$ cat config.mk
export PLATFORM = sky130hd
export DESIGN_NAME = audio_modem_serial_link_controller
export DESIGN_NICKNAME = d
export VERILOG_FILES = /design/src/shared/link_pkg.sv /design/src/rtl/frame_tx.sv /design/src/rtl/frame_rx.sv /design/src/rtl/audio_modem_serial_link_controller.sv
export SDC_FILE = /design/constraint.sdc
export NUM_CORES = 1
export LEC_CHECK = 0
export ABC_AREA = 1
export BUFFER_PORTS_ARGS = -buffer_cell sky130_fd_sc_hd__buf_2
export CAP_MARGIN = 10
export CORE_ASPECT_RATIO = 2
export CORE_UTILIZATION = 55
export DETAILED_ROUTE_END_ITERATION = 16
export HOLD_SLACK_MARGIN = 0.08
export PLACE_DENSITY_LB_ADDON = 0.15
export SLEW_MARGIN = 20
export SYNTH_ARGS = -nofsm -noshare
export SYNTH_HDL_FRONTEND = slang
export SYNTH_SLANG_ARGS = --single-unit
$ cat constraint.sdc
create_clock -name mclk -period 7.2 [get_ports mclk]
set_input_delay 0.36 -clock mclk [delete_from_list [all_inputs] [get_ports mclk]]
set_output_delay 0.36 -clock mclk [all_outputs]
set_load 0.005 [all_outputs]
$ cat src/shared/link_pkg.sv
package link_pkg;
  // register offsets from the bus master base
  localparam logic [7:0] GLOB_OFS = 8'h60;
  localparam logic [7:0] CMD_OFS  = 8'h64;
  localparam logic [7:0] STAT_OFS = 8'h68;
  localparam logic [7:0] GPIO_OFS = 8'h6c;
  // field positions
  localparam int COLD_BIT    = 1;
  localparam int PRI_RDY_BIT = 8;
  localparam int SEC_RDY_BIT = 9;
  localparam int CMD_IDX_LSB = 16;
  localparam int CMD_RD_BIT  = 23;
  localparam int CMD_SEC_BIT = 24;
  localparam int BUSY_BIT    = 16;
  localparam int DONE_BIT    = 17;
  localparam int TMO_BIT     = 18;
  localparam int FUNC_BIT    = 19;
  // frame geometry in bit clocks
  localparam logic [7:0] TAG_BITS   = 8'h10;
  localparam logic [7:0] SLOT_BITS  = 8'h14;
  localparam logic [7:0] FRAME_LAST = 8'hff;
  localparam int FRAME_BITS = 256;
  localparam logic [4:0] TAG_LAST  = 5'h0f;
  localparam logic [4:0] SLOT_LAST = 5'h13;
  // slot numbers
  localparam logic [3:0] SLOT_ADDR = 4'h1;
  localparam logic [3:0] SLOT_DATA = 4'h2;
  localparam logic [3:0] SLOT_PCM_L = 4'h3;
  localparam logic [3:0] SLOT_PCM_R = 4'h4;
  localparam logic [3:0] SLOT_MODEM = 4'h5;
  localparam logic [3:0] SLOT_MIC   = 4'h6;
  localparam logic [3:0] SLOT_GPIO  = 4'hc;
  // reset values and counts
  localparam logic [31:0] GLOB_RESET = 32'h0000_0000;
  localparam logic [2:0]  RD_TIMEOUT_FRAMES = 3'h4;
  localparam logic [1:0]  SEC_CODEC_ID = 2'h1;

  typedef enum logic [1:0] {
    ACC_IDLE = 2'b00,
    ACC_SEND = 2'b01,
    ACC_WAIT = 2'b10
  } acc_state_t;

  // slot number of a bit position within the frame
  function automatic logic [3:0] slot_of(input logic [7:0] p);
    logic [7:0] d;
    d = p - TAG_BITS;
    if (p < TAG_BITS) return 4'h0;
    return 4'(d / SLOT_BITS + 8'h01);
  endfunction

  // bit index within its slot, msb first
  function automatic logic [4:0] bit_of(input logic [7:0] p);
    logic [7:0] d;
    d = p - TAG_BITS;
    if (p < TAG_BITS) return p[4:0];
    return 5'(d % SLOT_BITS);
  endfunction
endpackage

$ cat src/rtl/frame_tx.sv
`timescale 1ns/1ps
module frame_tx (
  input  wire logic              mclk,
  input  wire logic              rstn,
  input  wire logic              advance,
  input  wire logic [7:0]        pos_next,
  input  wire logic [15:0]       tag,
  input  wire logic [11:0][19:0] words,
  output logic                   serial_out
);
  import link_pkg::*;

  typedef struct packed {
    logic out;
  } tx_t;

  tx_t s_reg;
  tx_t s_next;
  logic [3:0] sl;
  logic [4:0] b;

  assign sl = slot_of(pos_next);
  assign b  = bit_of(pos_next);

  // next bit goes out on the bit clock rising edge
  always_comb begin
    s_next = s_reg;
    if (advance) begin
      if (sl == 4'h0) begin
        s_next.out = tag[4'hf - b[3:0]];
      end else begin
        s_next.out = tag[4'hf - sl] & words[4'(sl - 4'h1)][5'h13 - b];
      end
    end
  end

  always_ff @(posedge mclk) begin
    if (!rstn) begin
      s_reg <= '0;
    end else begin
      s_reg <= s_next;
    end
  end

  assign serial_out = s_reg.out;
endmodule

$ cat src/rtl/frame_rx.sv
`timescale 1ns/1ps
module frame_rx (
  input  wire logic        mclk,
  input  wire logic        rstn,
  input  wire logic        advance,
  input  wire logic [7:0]  pos,
  input  wire logic        din,
  output logic [19:0]      word,
  output logic [3:0]       slot,
  output logic             stb
);
  import link_pkg::*;

  typedef struct packed {
    logic [19:0] sh;
    logic [19:0] word;
    logic [3:0]  slot;
    logic        stb;
  } rx_t;

  rx_t s_reg;
  rx_t s_next;
  logic [3:0] sl;
  logic [4:0] b;

  assign sl = slot_of(pos);
  assign b  = bit_of(pos);

  // shift on falling edge, hand over the word at slot end
  always_comb begin
    s_next = s_reg;
    s_next.stb = 1'b0;
    if (advance) begin
      s_next.sh = {s_reg.sh[18:0], din};
      if ((sl == 4'h0 && b == TAG_LAST) || b == SLOT_LAST) begin
        s_next.word = {s_reg.sh[18:0], din};
        s_next.slot = sl;
        s_next.stb  = 1'b1;
      end
    end
  end

  always_ff @(posedge mclk) begin
    if (!rstn) begin
      s_reg <= '0;
    end else begin
      s_reg <= s_next;
    end
  end

  assign word = s_reg.word;
  assign slot = s_reg.slot;
  assign stb  = s_reg.stb;
endmodule

$ cat src/rtl/audio_modem_serial_link_controller.sv
// Operation
// - codec reset low until cold bit set
// - link logic held reset with codec reset
// - one cold bit shared by both functions
// - clearing cold bit at 60h resets codec
// - codec ready visible for software probing
// - sync divides bit clock by 256
// - drive on rising, sample on falling
// - one shared output, two input lines
// - each codec addressed individually
// - twelve 20-bit slots after tag
// - 16-bit tag slot marks valid slots
// - invalid slots carry zeros
// - sync high for 16 bit clocks
// - fixed playback, command, modem, gpio slots
// - 16-bit samples only
// - no surround or double rate
// - no second line or handset
// - honour variable rate slot requests
// - modem function shares the link logic
// - gpio status from every frame
`timescale 1ns/1ps
module audio_modem_serial_link_controller (
  input  wire logic        mclk,
  input  wire logic        rstn,
  input  wire logic        link_bit_clock_in,
  input  wire logic        primary_serial_in,
  input  wire logic        secondary_serial_in,
  output logic             shared_serial_out,
  output logic             frame_sync_out,
  output logic             codec_reset_n,
  input  wire logic [7:0]  reg_addr,
  input  wire logic        reg_func,
  input  wire logic        reg_wr,
  input  wire logic        reg_rd,
  input  wire logic [31:0] reg_wdata,
  output logic [31:0]      reg_rdata,
  input  wire logic [15:0] play_left,
  input  wire logic [15:0] play_right,
  input  wire logic        play_valid,
  output logic             play_ack,
  input  wire logic [15:0] modem_out,
  input  wire logic        modem_out_valid,
  output logic             modem_ack,
  input  wire logic [15:0] gpio_out,
  input  wire logic        gpio_out_valid,
  output logic [15:0]      rec_left,
  output logic [15:0]      rec_right,
  output logic [15:0]      mic_sample,
  output logic [15:0]      modem_in,
  output logic             rec_stb
);
  import link_pkg::*;

  typedef struct packed {
    logic              cold;
    logic [2:0]        bs;
    logic [1:0]        pd;
    logic [1:0]        sd;
    logic [7:0]        pos;
    logic              sync;
    logic [15:0]       tag;
    logic [11:0][19:0] tw;
    acc_state_t        acc;
    logic              busy;
    logic              done;
    logic              tmo;
    logic [2:0]        tmo_cnt;
    logic              c_rd;
    logic              c_sec;
    logic              c_func;
    logic [6:0]        c_idx;
    logic [15:0]       c_wdata;
    logic [15:0]       c_rdata;
    logic [1:0][15:0]  rtag;
    logic [1:0][6:0]   saddr;
    logic [9:0]        preq;
    logic [15:0]       rec_l;
    logic [15:0]       rec_r;
    logic [15:0]       mic;
    logic [15:0]       mdm;
    logic [15:0]       gpio;
    logic              rec_stb;
    logic              play_ack;
    logic              modem_ack;
    logic [31:0]       rdata;
  } st_t;

  st_t s_reg;
  st_t s_next;
  logic rise;
  logic fall;
  logic frame_start;
  logic [1:0][19:0] rx_w;
  logic [1:0][3:0]  rx_s;
  logic [1:0]       rx_v;

  // bit clock edges seen in the mclk domain
  assign rise = s_reg.bs[1] & ~s_reg.bs[2];
  assign fall = ~s_reg.bs[1] & s_reg.bs[2];
  assign frame_start = rise && s_reg.pos == FRAME_LAST;

  // one serializer on the shared line
  frame_tx u_tx (
    .mclk       (mclk),
    .rstn       (s_reg.cold),
    .advance    (rise),
    .pos_next   (s_next.pos),
    .tag        (s_next.tag),
    .words      (s_next.tw),
    .serial_out (shared_serial_out)
  );

  // a receiver per input line, no contention between codecs
  frame_rx u_rx_pri (
    .mclk    (mclk),
    .rstn    (s_reg.cold),
    .advance (fall),
    .pos     (s_reg.pos),
    .din     (s_reg.pd[1]),
    .word    (rx_w[0]),
    .slot    (rx_s[0]),
    .stb     (rx_v[0])
  );

  frame_rx u_rx_sec (
    .mclk    (mclk),
    .rstn    (s_reg.cold),
    .advance (fall),
    .pos     (s_reg.pos),
    .din     (s_reg.sd[1]),
    .word    (rx_w[1]),
    .slot    (rx_s[1]),
    .stb     (rx_v[1])
  );

  // whole next state of the controller
  always_comb begin
    s_next = s_reg;
    s_next.bs = {s_reg.bs[1:0], link_bit_clock_in};
    s_next.pd = {s_reg.pd[0], primary_serial_in};
    s_next.sd = {s_reg.sd[0], secondary_serial_in};
    s_next.rec_stb   = 1'b0;
    s_next.play_ack  = 1'b0;
    s_next.modem_ack = 1'b0;
    // register writes, either function reaches the same storage
    if (reg_wr) begin
      if (reg_addr == GLOB_OFS) begin
        s_next.cold = reg_wdata[COLD_BIT];
      end else if (reg_addr == CMD_OFS) begin
        if (!s_reg.busy && s_reg.cold) begin
          s_next.c_wdata = reg_wdata[15:0];
          s_next.c_idx   = reg_wdata[CMD_IDX_LSB +: 7];
          s_next.c_rd    = reg_wdata[CMD_RD_BIT];
          s_next.c_sec   = reg_wdata[CMD_SEC_BIT];
          s_next.c_func  = reg_func;
          s_next.acc     = ACC_SEND;
          s_next.busy    = 1'b1;
          s_next.done    = 1'b0;
          s_next.tmo     = 1'b0;
        end
      end else if (reg_addr == STAT_OFS) begin
        if (reg_wdata[DONE_BIT]) s_next.done = 1'b0;
      end
    end
    // register reads, answered one cycle later
    if (reg_rd) begin
      s_next.rdata = 32'h0000_0000;
      if (reg_addr == GLOB_OFS) begin
        s_next.rdata[COLD_BIT]    = s_reg.cold;
        s_next.rdata[PRI_RDY_BIT] = s_reg.rtag[0][15];
        s_next.rdata[SEC_RDY_BIT] = s_reg.rtag[1][15];
      end else if (reg_addr == CMD_OFS) begin
        s_next.rdata = {7'h00, s_reg.c_sec, s_reg.c_rd, s_reg.c_idx, s_reg.c_wdata};
      end else if (reg_addr == STAT_OFS) begin
        s_next.rdata = {12'h000, s_reg.c_func, s_reg.tmo, s_reg.done, s_reg.busy, s_reg.c_rdata};
      end else if (reg_addr == GPIO_OFS) begin
        s_next.rdata = {16'h0000, s_reg.gpio};
      end
    end
    // frame counter and sync
    if (rise) begin
      s_next.pos  = s_reg.pos + 8'h01;
      s_next.sync = s_next.pos < TAG_BITS;
    end
    // build the outgoing frame at its first bit
    if (frame_start) begin
      s_next.tag = 16'h0000;
      s_next.tw  = '0;
      if (s_reg.acc == ACC_SEND) begin
        s_next.tag[15 - SLOT_ADDR] = 1'b1;
        s_next.tag[15 - SLOT_DATA] = !s_reg.c_rd;
        s_next.tag[1:0] = s_reg.c_sec ? SEC_CODEC_ID : 2'h0;
        s_next.tw[SLOT_ADDR - 1] = {s_reg.c_rd, s_reg.c_idx, 12'h000};
        s_next.tw[SLOT_DATA - 1] = s_reg.c_rd ? 20'h00000 : {s_reg.c_wdata, 4'h0};
        s_next.acc = ACC_WAIT;
        s_next.tmo_cnt = 3'h0;
      end else if (s_reg.acc == ACC_WAIT) begin
        if (!s_reg.c_rd) begin
          s_next.acc  = ACC_IDLE;
          s_next.busy = 1'b0;
          s_next.done = 1'b1;
        end else if (s_reg.tmo_cnt == RD_TIMEOUT_FRAMES) begin
          s_next.acc  = ACC_IDLE;
          s_next.busy = 1'b0;
          s_next.done = 1'b1;
          s_next.tmo  = 1'b1;
        end else begin
          s_next.tmo_cnt = s_reg.tmo_cnt + 3'h1;
        end
      end
      // pcm and modem only when the codec asks for them
      if (play_valid && !s_reg.preq[9] && !s_reg.preq[8]) begin
        s_next.tag[15 - SLOT_PCM_L] = 1'b1;
        s_next.tag[15 - SLOT_PCM_R] = 1'b1;
        s_next.tw[SLOT_PCM_L - 1] = {play_left, 4'h0};
        s_next.tw[SLOT_PCM_R - 1] = {play_right, 4'h0};
        s_next.play_ack = 1'b1;
      end
      if (modem_out_valid && !s_reg.preq[7]) begin
        s_next.tag[15 - SLOT_MODEM] = 1'b1;
        s_next.tw[SLOT_MODEM - 1] = {modem_out, 4'h0};
        s_next.modem_ack = 1'b1;
      end
      if (gpio_out_valid) begin
        s_next.tag[15 - SLOT_GPIO] = 1'b1;
        s_next.tw[SLOT_GPIO - 1] = {gpio_out, 4'h0};
      end
      s_next.tag[15] = |s_next.tag[14:0];
    end
    // incoming slots from both lines
    for (int i = 0; i < 2; i++) begin
      if (rx_v[i]) begin
        if (rx_s[i] == 4'h0) begin
          s_next.rtag[i] = rx_w[i][15:0];
        end else if (s_reg.rtag[i][4'hf - rx_s[i]]) begin
          case (rx_s[i])
            SLOT_ADDR: begin
              s_next.saddr[i] = rx_w[i][18:12];
              if (i == 0) s_next.preq = rx_w[i][11:2];
            end
            SLOT_DATA: begin
              if (s_reg.acc == ACC_WAIT && s_reg.c_rd && s_reg.c_sec == 1'(i)
                  && s_reg.saddr[i] == s_reg.c_idx) begin
                s_next.c_rdata = rx_w[i][19:4];
                s_next.acc  = ACC_IDLE;
                s_next.busy = 1'b0;
                s_next.done = 1'b1;
              end
            end
            SLOT_PCM_L: s_next.rec_l = rx_w[i][19:4];
            SLOT_PCM_R: begin
              s_next.rec_r = rx_w[i][19:4];
              s_next.rec_stb = 1'b1;
            end
            SLOT_MODEM: s_next.mdm = rx_w[i][19:4];
            SLOT_MIC: s_next.mic = rx_w[i][19:4];
            SLOT_GPIO: s_next.gpio = rx_w[i][19:4];
            default: ;
          endcase
        end
      end
    end
    // link held in reset together with the codec
    if (!s_reg.cold) begin
      s_next.pos  = FRAME_LAST;
      s_next.sync = 1'b0;
      s_next.tag  = 16'h0000;
      s_next.tw   = '0;
      s_next.rtag = '0;
      s_next.acc  = ACC_IDLE;
      s_next.busy = 1'b0;
    end
  end

  always_ff @(posedge mclk) begin
    if (!rstn) begin
      s_reg      <= '0;
      s_reg.cold <= GLOB_RESET[COLD_BIT];
      s_reg.pos  <= FRAME_LAST;
    end else begin
      s_reg <= s_next;
    end
  end

  // outputs straight from state
  assign frame_sync_out = s_reg.sync;
  assign codec_reset_n  = s_reg.cold;
  assign reg_rdata      = s_reg.rdata;
  assign play_ack       = s_reg.play_ack;
  assign modem_ack      = s_reg.modem_ack;
  assign rec_left       = s_reg.rec_l;
  assign rec_right      = s_reg.rec_r;
  assign mic_sample     = s_reg.mic;
  assign modem_in       = s_reg.mdm;
  assign rec_stb        = s_reg.rec_stb;

  // helper counters for the checks below
  logic [8:0] frame_len;
  logic [4:0] sync_len;
  always_ff @(posedge mclk) begin
    if (!rstn || !s_reg.cold) begin
      frame_len <= 9'h000;
      sync_len  <= 5'h00;
    end else if (rise) begin
      frame_len <= frame_start ? 9'h001 : frame_len + 9'h001;
      sync_len  <= frame_start ? 5'h00 : (frame_sync_out ? sync_len + 5'h01 : sync_len);
    end
  end
endmodule

==> After elaboration in Yosys (flattened, before gate mapping) <==
Cells that the tools add are included.
{ "word_totals": {"reg_bits": 579, "inputBits": 115, "output_inout_bits": 102, "wordCells": 249} }
{ "op_classes": {"add_sub_neg": 11, "reduce_logical": 34, "n_eq_ne": 20, "order_cmp": 8, "bitwise": 8, "div": 4, "mux": 112} }
{ "ops": {"columns": ["op", "count"], "rows": [
  ["$mux 81", 6],
  ["$mux 16", 21],
  ["$mux 268", 1],
  ["$mux 264", 1],
  ["$mux 32", 3],
  ["$bmux 20 s4", 1],
  ["$mux 20", 4],
  ["$mux 40", 2],
  ["$mux 4", 16],
  ["$mux 5", 12],
  ["$eq 8x7->1 const B", 4],
  ["$mux 1", 25],
  ["$lt 8x5->1 const B", 3],
  ["$mux 22", 1],
  ["$lt 4x5->1 const B", 4],
  ["$bmux 1 s4", 4],
  ["$div 8x5->8 const B", 2],
  ["$mod 8x5->8 const B", 2],
  ["$reduce_and 4->1", 4],
  ["$sub 8x5->8 const B", 2],
  ["$eq 7x7->1", 2],
  ["$mux 2", 7],
  ["$reduce_and 2->1", 7],
  ["$eq 4x3->1 const B", 3],
  ["other kinds (30)", 60]
]} }

==> Depth between registers and ports, before layout <==
{ "depth": {"depth_word": 37, "mapped_depth": 48, "mapped_depth_nobuf": 46} }

==> Cells and area by module <==
From an unflattened synthesis, not the netlist that was laid out.
{ "hier_totals": {"cells_unflattened": 4548, "area_unflattened_um2": 29684.7} }
{ "by_module_without_submodules": {"columns": ["mod", "seq_area_each_um2", "cells_each", "instances", "area_each_um2"], "rows": [
  ["audio_modem_serial_link_controller", 9609.2, 3093, 1, 21137.8],
  ["frame_rx", 880.8, 340, 2, 2469.9],
  ["frame_tx", 20.0, 775, 1, 3607.2]
]} }

==> Least setup slack after synthesis <==
Ideal clock, no wire load.
{ "synth_path": {"kind": "flip-flop to flip-flop", "startpoint": "register, netlist name s_reg[478]", "endpoint": "register u_tx.s_reg, in the netlist u_tx.serial_out", "path_stages_with_launch": 39, "setup_time_ns": 0.070, "arrival_time_ns": 4.861, "period_less_slack_ns": 4.931, "t_required_ns": 7.130, "path_buffers": 1, "slack_ns": 2.269, "cell_sequence": "dfxtp_1 -> ha_1 -> nand3_1 -> nand2_1 -> nand3_1 -> nand2_1 -> nand2_1 -> inv_1 -> ha_1 -> nand4_1 -> nand2_1 -> inv_1 -> ha_1 -> inv_1 -> nand4_1 -> nand2_2 -> nand2_2 -> nand3_1 -> [... 3 more ...] -> nand2_2 -> xor2_1 -> ha_1 -> nand2_1 -> nand2_1 -> nand3_2 -> nand3_4 -> inv_2 -> buf_2 -> nand2_1 -> o221ai_1 -> ha_1 -> nor2_2 -> a21boi_1 -> nand2_1 -> a21oi_1 -> nand2_1 -> a21oi_1"} }
{ "synth_rtl": {"columns": ["item", "line_no", "rtl"], "rows": [
  ["end signal, assigned", "frame_tx.sv:41", "s_reg <= s_next;"],
  ["end, declared", "frame_tx.sv:17", "tx_t s_reg;"]
]} }

==> flow_metrics.tcl <==
set metrics [dict create \
    outcome "completed" \
    cp-end-kind "register" \
    cts.sinks 564 \
    via_count 24568 \
    slew_headroom_pct 31.3 \
    start_kind "register" \
    synth.cell_area_sq_um 26100 \
    grt_usage_pct 32.4 \
    wl_met2_mm 39.4 \
    r2r_start "s_reg[479]" \
    numCtsBuffers 50 \
    port_buffers 202 \
    htree_levels 2 \
    detail-route-antenna-nets 0 \
    drtIter0Drc 1909 \
    layout-drive-gt1-share_pct 10.1 \
    clk_latency_ps 600 \
    yosysSeqAreaShare_pct 43.3 \
    hold_path_class "in2reg" \
    dp_hpwl_mm 53.1 \
    comb_power_share_pct 2.7 \
    crit_required_ps 7710 \
    clockBufferDepth 3 \
    post-route-period-util_pct 87.5 \
    slowest_delay_ps 380 \
    p_sw_w 0.00130 \
    seq_power_share_pct 51.1 \
    ioPinCount 217 \
    m1WireLength_mm 29.4 \
    routed_wl_mm 79.2 \
    largest_register_ffs 382 \
    cts.root.buffer_cell "clkbuf_16" \
    final_nets 3825 \
    slew_viol_final 0 \
    p_leak_nw 12.5 \
    cts_tree "built" \
    core-area_sq_um 46700 \
    postCtsHoldBufs 80 \
    gp_congestion 0.943 \
    area_growth_pct 11.1 \
    hold_viol_final 0 \
    antenna_found_initial 2 \
    ir_worst_vdd_uv 220 \
    worstHoldStart "reg_wdata[17]" \
    layout_commonest_cell "nand2_1" \
    drt_first_pass_iters 6 \
    die_area_sq_um 48400 \
    setup_viol 0 \
    via_per_inst 5.64 \
    swShare_pct 21.4 \
    grt_pass1_vias 23269 \
    worst_pin_slew_ps 1030 \
    die_h_um 310 \
    cts_setup_buffers 0 \
    cts_resized 0 \
    p_per_area_nw_per_um2 210 \
    fp-row-count 112 \
    grt_max_degree 204 \
    yosysUniqueCellTypes 60 \
    worstSetupPathType "reg2reg" \
    fmax_ghz 0.159 \
    wire_per_inst_um 18.2 \
    worstPathMaxFanout 20 \
    slowest_stage "dfxtp_1" \
    yosysWarnings 0 \
    fin_crit_ps 6300 \
    ys_ff_latch 564 \
    final_cell_mix "637 x nand2_1, 563 x dfxtp_1, 426 x nor2_1" \
    crit_arrival_ps 6820 \
    r2r_slack_ps 900 \
    p_int_w 0.00480 \
    grt-ovfl-total 0 \
    setup.worst_path.start "s_reg[479]" \
    p_clk_share_pct 46.2 \
    final_util_pct 62.1 \
    avgSynthCellArea_sq_um 7.14 \
    synthCells 3652 \
    top_layer "met5" \
    cap_violations 0 \
    tns_ps 0 \
    route.detailed.drc 0 \
    wl_met3_mm 4.59 \
    grt_pass1_wl_mm 123 \
    finClkSkew_ps 19.0 \
    start_util_pct 55.9 \
    cpMostUsedCell "nand2_1" \
    fp.dieW_um 156 \
    clkTransAtPathRegs_ps 70 \
    rsz0062_at_grt "false" \
]
Yosys cell counts, drive strengths merged:
cell type	n	area, sq um
nand2	654	2530
dfxtp	564	11300
nor2	435	1660
inv	378	1420
nand3	337	1730
o21ai	331	1660
buf	177	1180
clkbuf	162	608
a21oi	160	820
nor3	82	415
a22oi	77	578
nand4	64	400
o21bai	61	458
o211ai	32	240
o22ai	30	188
a31oi	20	125
ha	18	225
xor2	11	141
nand3b	10	75.1
clkinv	9	33.8
nor4	9	62.6
o221ai	5	43.8
xnor2	5	43.8
and3	3	18.8
or2	3	18.8
a211oi	2	15.0
a31o	2	17.5
mux2i	2	20.0
a2111oi	1	8.76
a21boi	1	7.51
a221oi	1	8.76
a32o	1	10.0
a32oi	1	8.76
conb	1	3.75
o2111ai	1	8.76
o311ai	1	8.76
o31ai	1	7.51
per-stage QoR:
step | total power (W) | area, sq um | std cells | worst slack [ps] | hold slack [ps]
2_1_floorplan | 0.00327 | 26100 | 3658 | 2270 | 390
3_3_place_gp | 0.00332 | 26500 | 4187 | 1060 | 397
3_5_place_dp | 0.00332 | 26500 | 4187 | 908 | 399
4_1_cts | 0.00615 | 29000 | 4356 | 877 | 82.8
6_report | 0.00610 | 29000 | 4357 | 898 | 105
5_1_grt | 0.00628 | 29000 | 4356 | 162 | 104
power by group through the flow:
stage,logic (W),clock network (W),registers [W]
final,0.000164,0.00282,0.00312
after global routing,0.000178,0.00299,0.00312
after CTS,0.000161,0.00286,0.00312
after detailed placement,0.000126,0,0.00319
after global placement,0.000125,0,0.00319
after floorplan,0.0000773,0,0.00319
kinds of logic (layout without fill, tap and decap cells):
group	Yosys count	after routing	synth area share [%]
AND/OR/NAND/NOR	1597	1597	26.5
buffers and inverters	726	797	12.4
other	1	8	0.0144
flip-flops	564	564	43.3
XOR/XNOR	16	16	0.710
multiplexers	2	2	0.0767
AO/OA/AOI/OAI	728	728	16.2
adder cells (fa/ha/maj)	18	18	0.863
per-layer routing:
layer | up-vias | global-route usage [%]
met4 | 2 | 22.4
met1 | 11497 | 35.2
met3 | 277 | 4.43
met2 | 870 | 57.8
li1 | 11922 | -
met5 | - | 0
cell type report:
| type | instances | area (sq um) |
|---|---|---|
| flip-flops and latches | 564 | 11300 |
| fillers | 4312 | 17700 |
| inverters | 387 | 1470 |
| diodes | 1 | 2.50 |
| multi-input cells | 2368 | 11600 |
| clock buffers | 70 | 1440 |
| clock inverters | 19 | 263 |
| repair buffers | 321 | 2130 |
| well taps | 627 | 785 |
worst max-delay path: cells and delay by family (launching register included):
kind | cells | cell delay, ps
XOR/XNOR | 1 | 270
adder cells (fa/ha/maj) | 4 | 1000
AO/OA/AOI/OAI | 4 | 500
flip-flops | 1 | 380
AND/OR/NAND/NOR | 24 | 3030
buffers and inverters | 5 | 1040
final timing paths:
kind,to,cells past startpoint
max,u_tx.serial_out,38
min,s_reg[204],3
max reg2reg,u_tx.serial_out,38
min reg2reg,s_next[492],2
(Power assumes the default switching activity.)
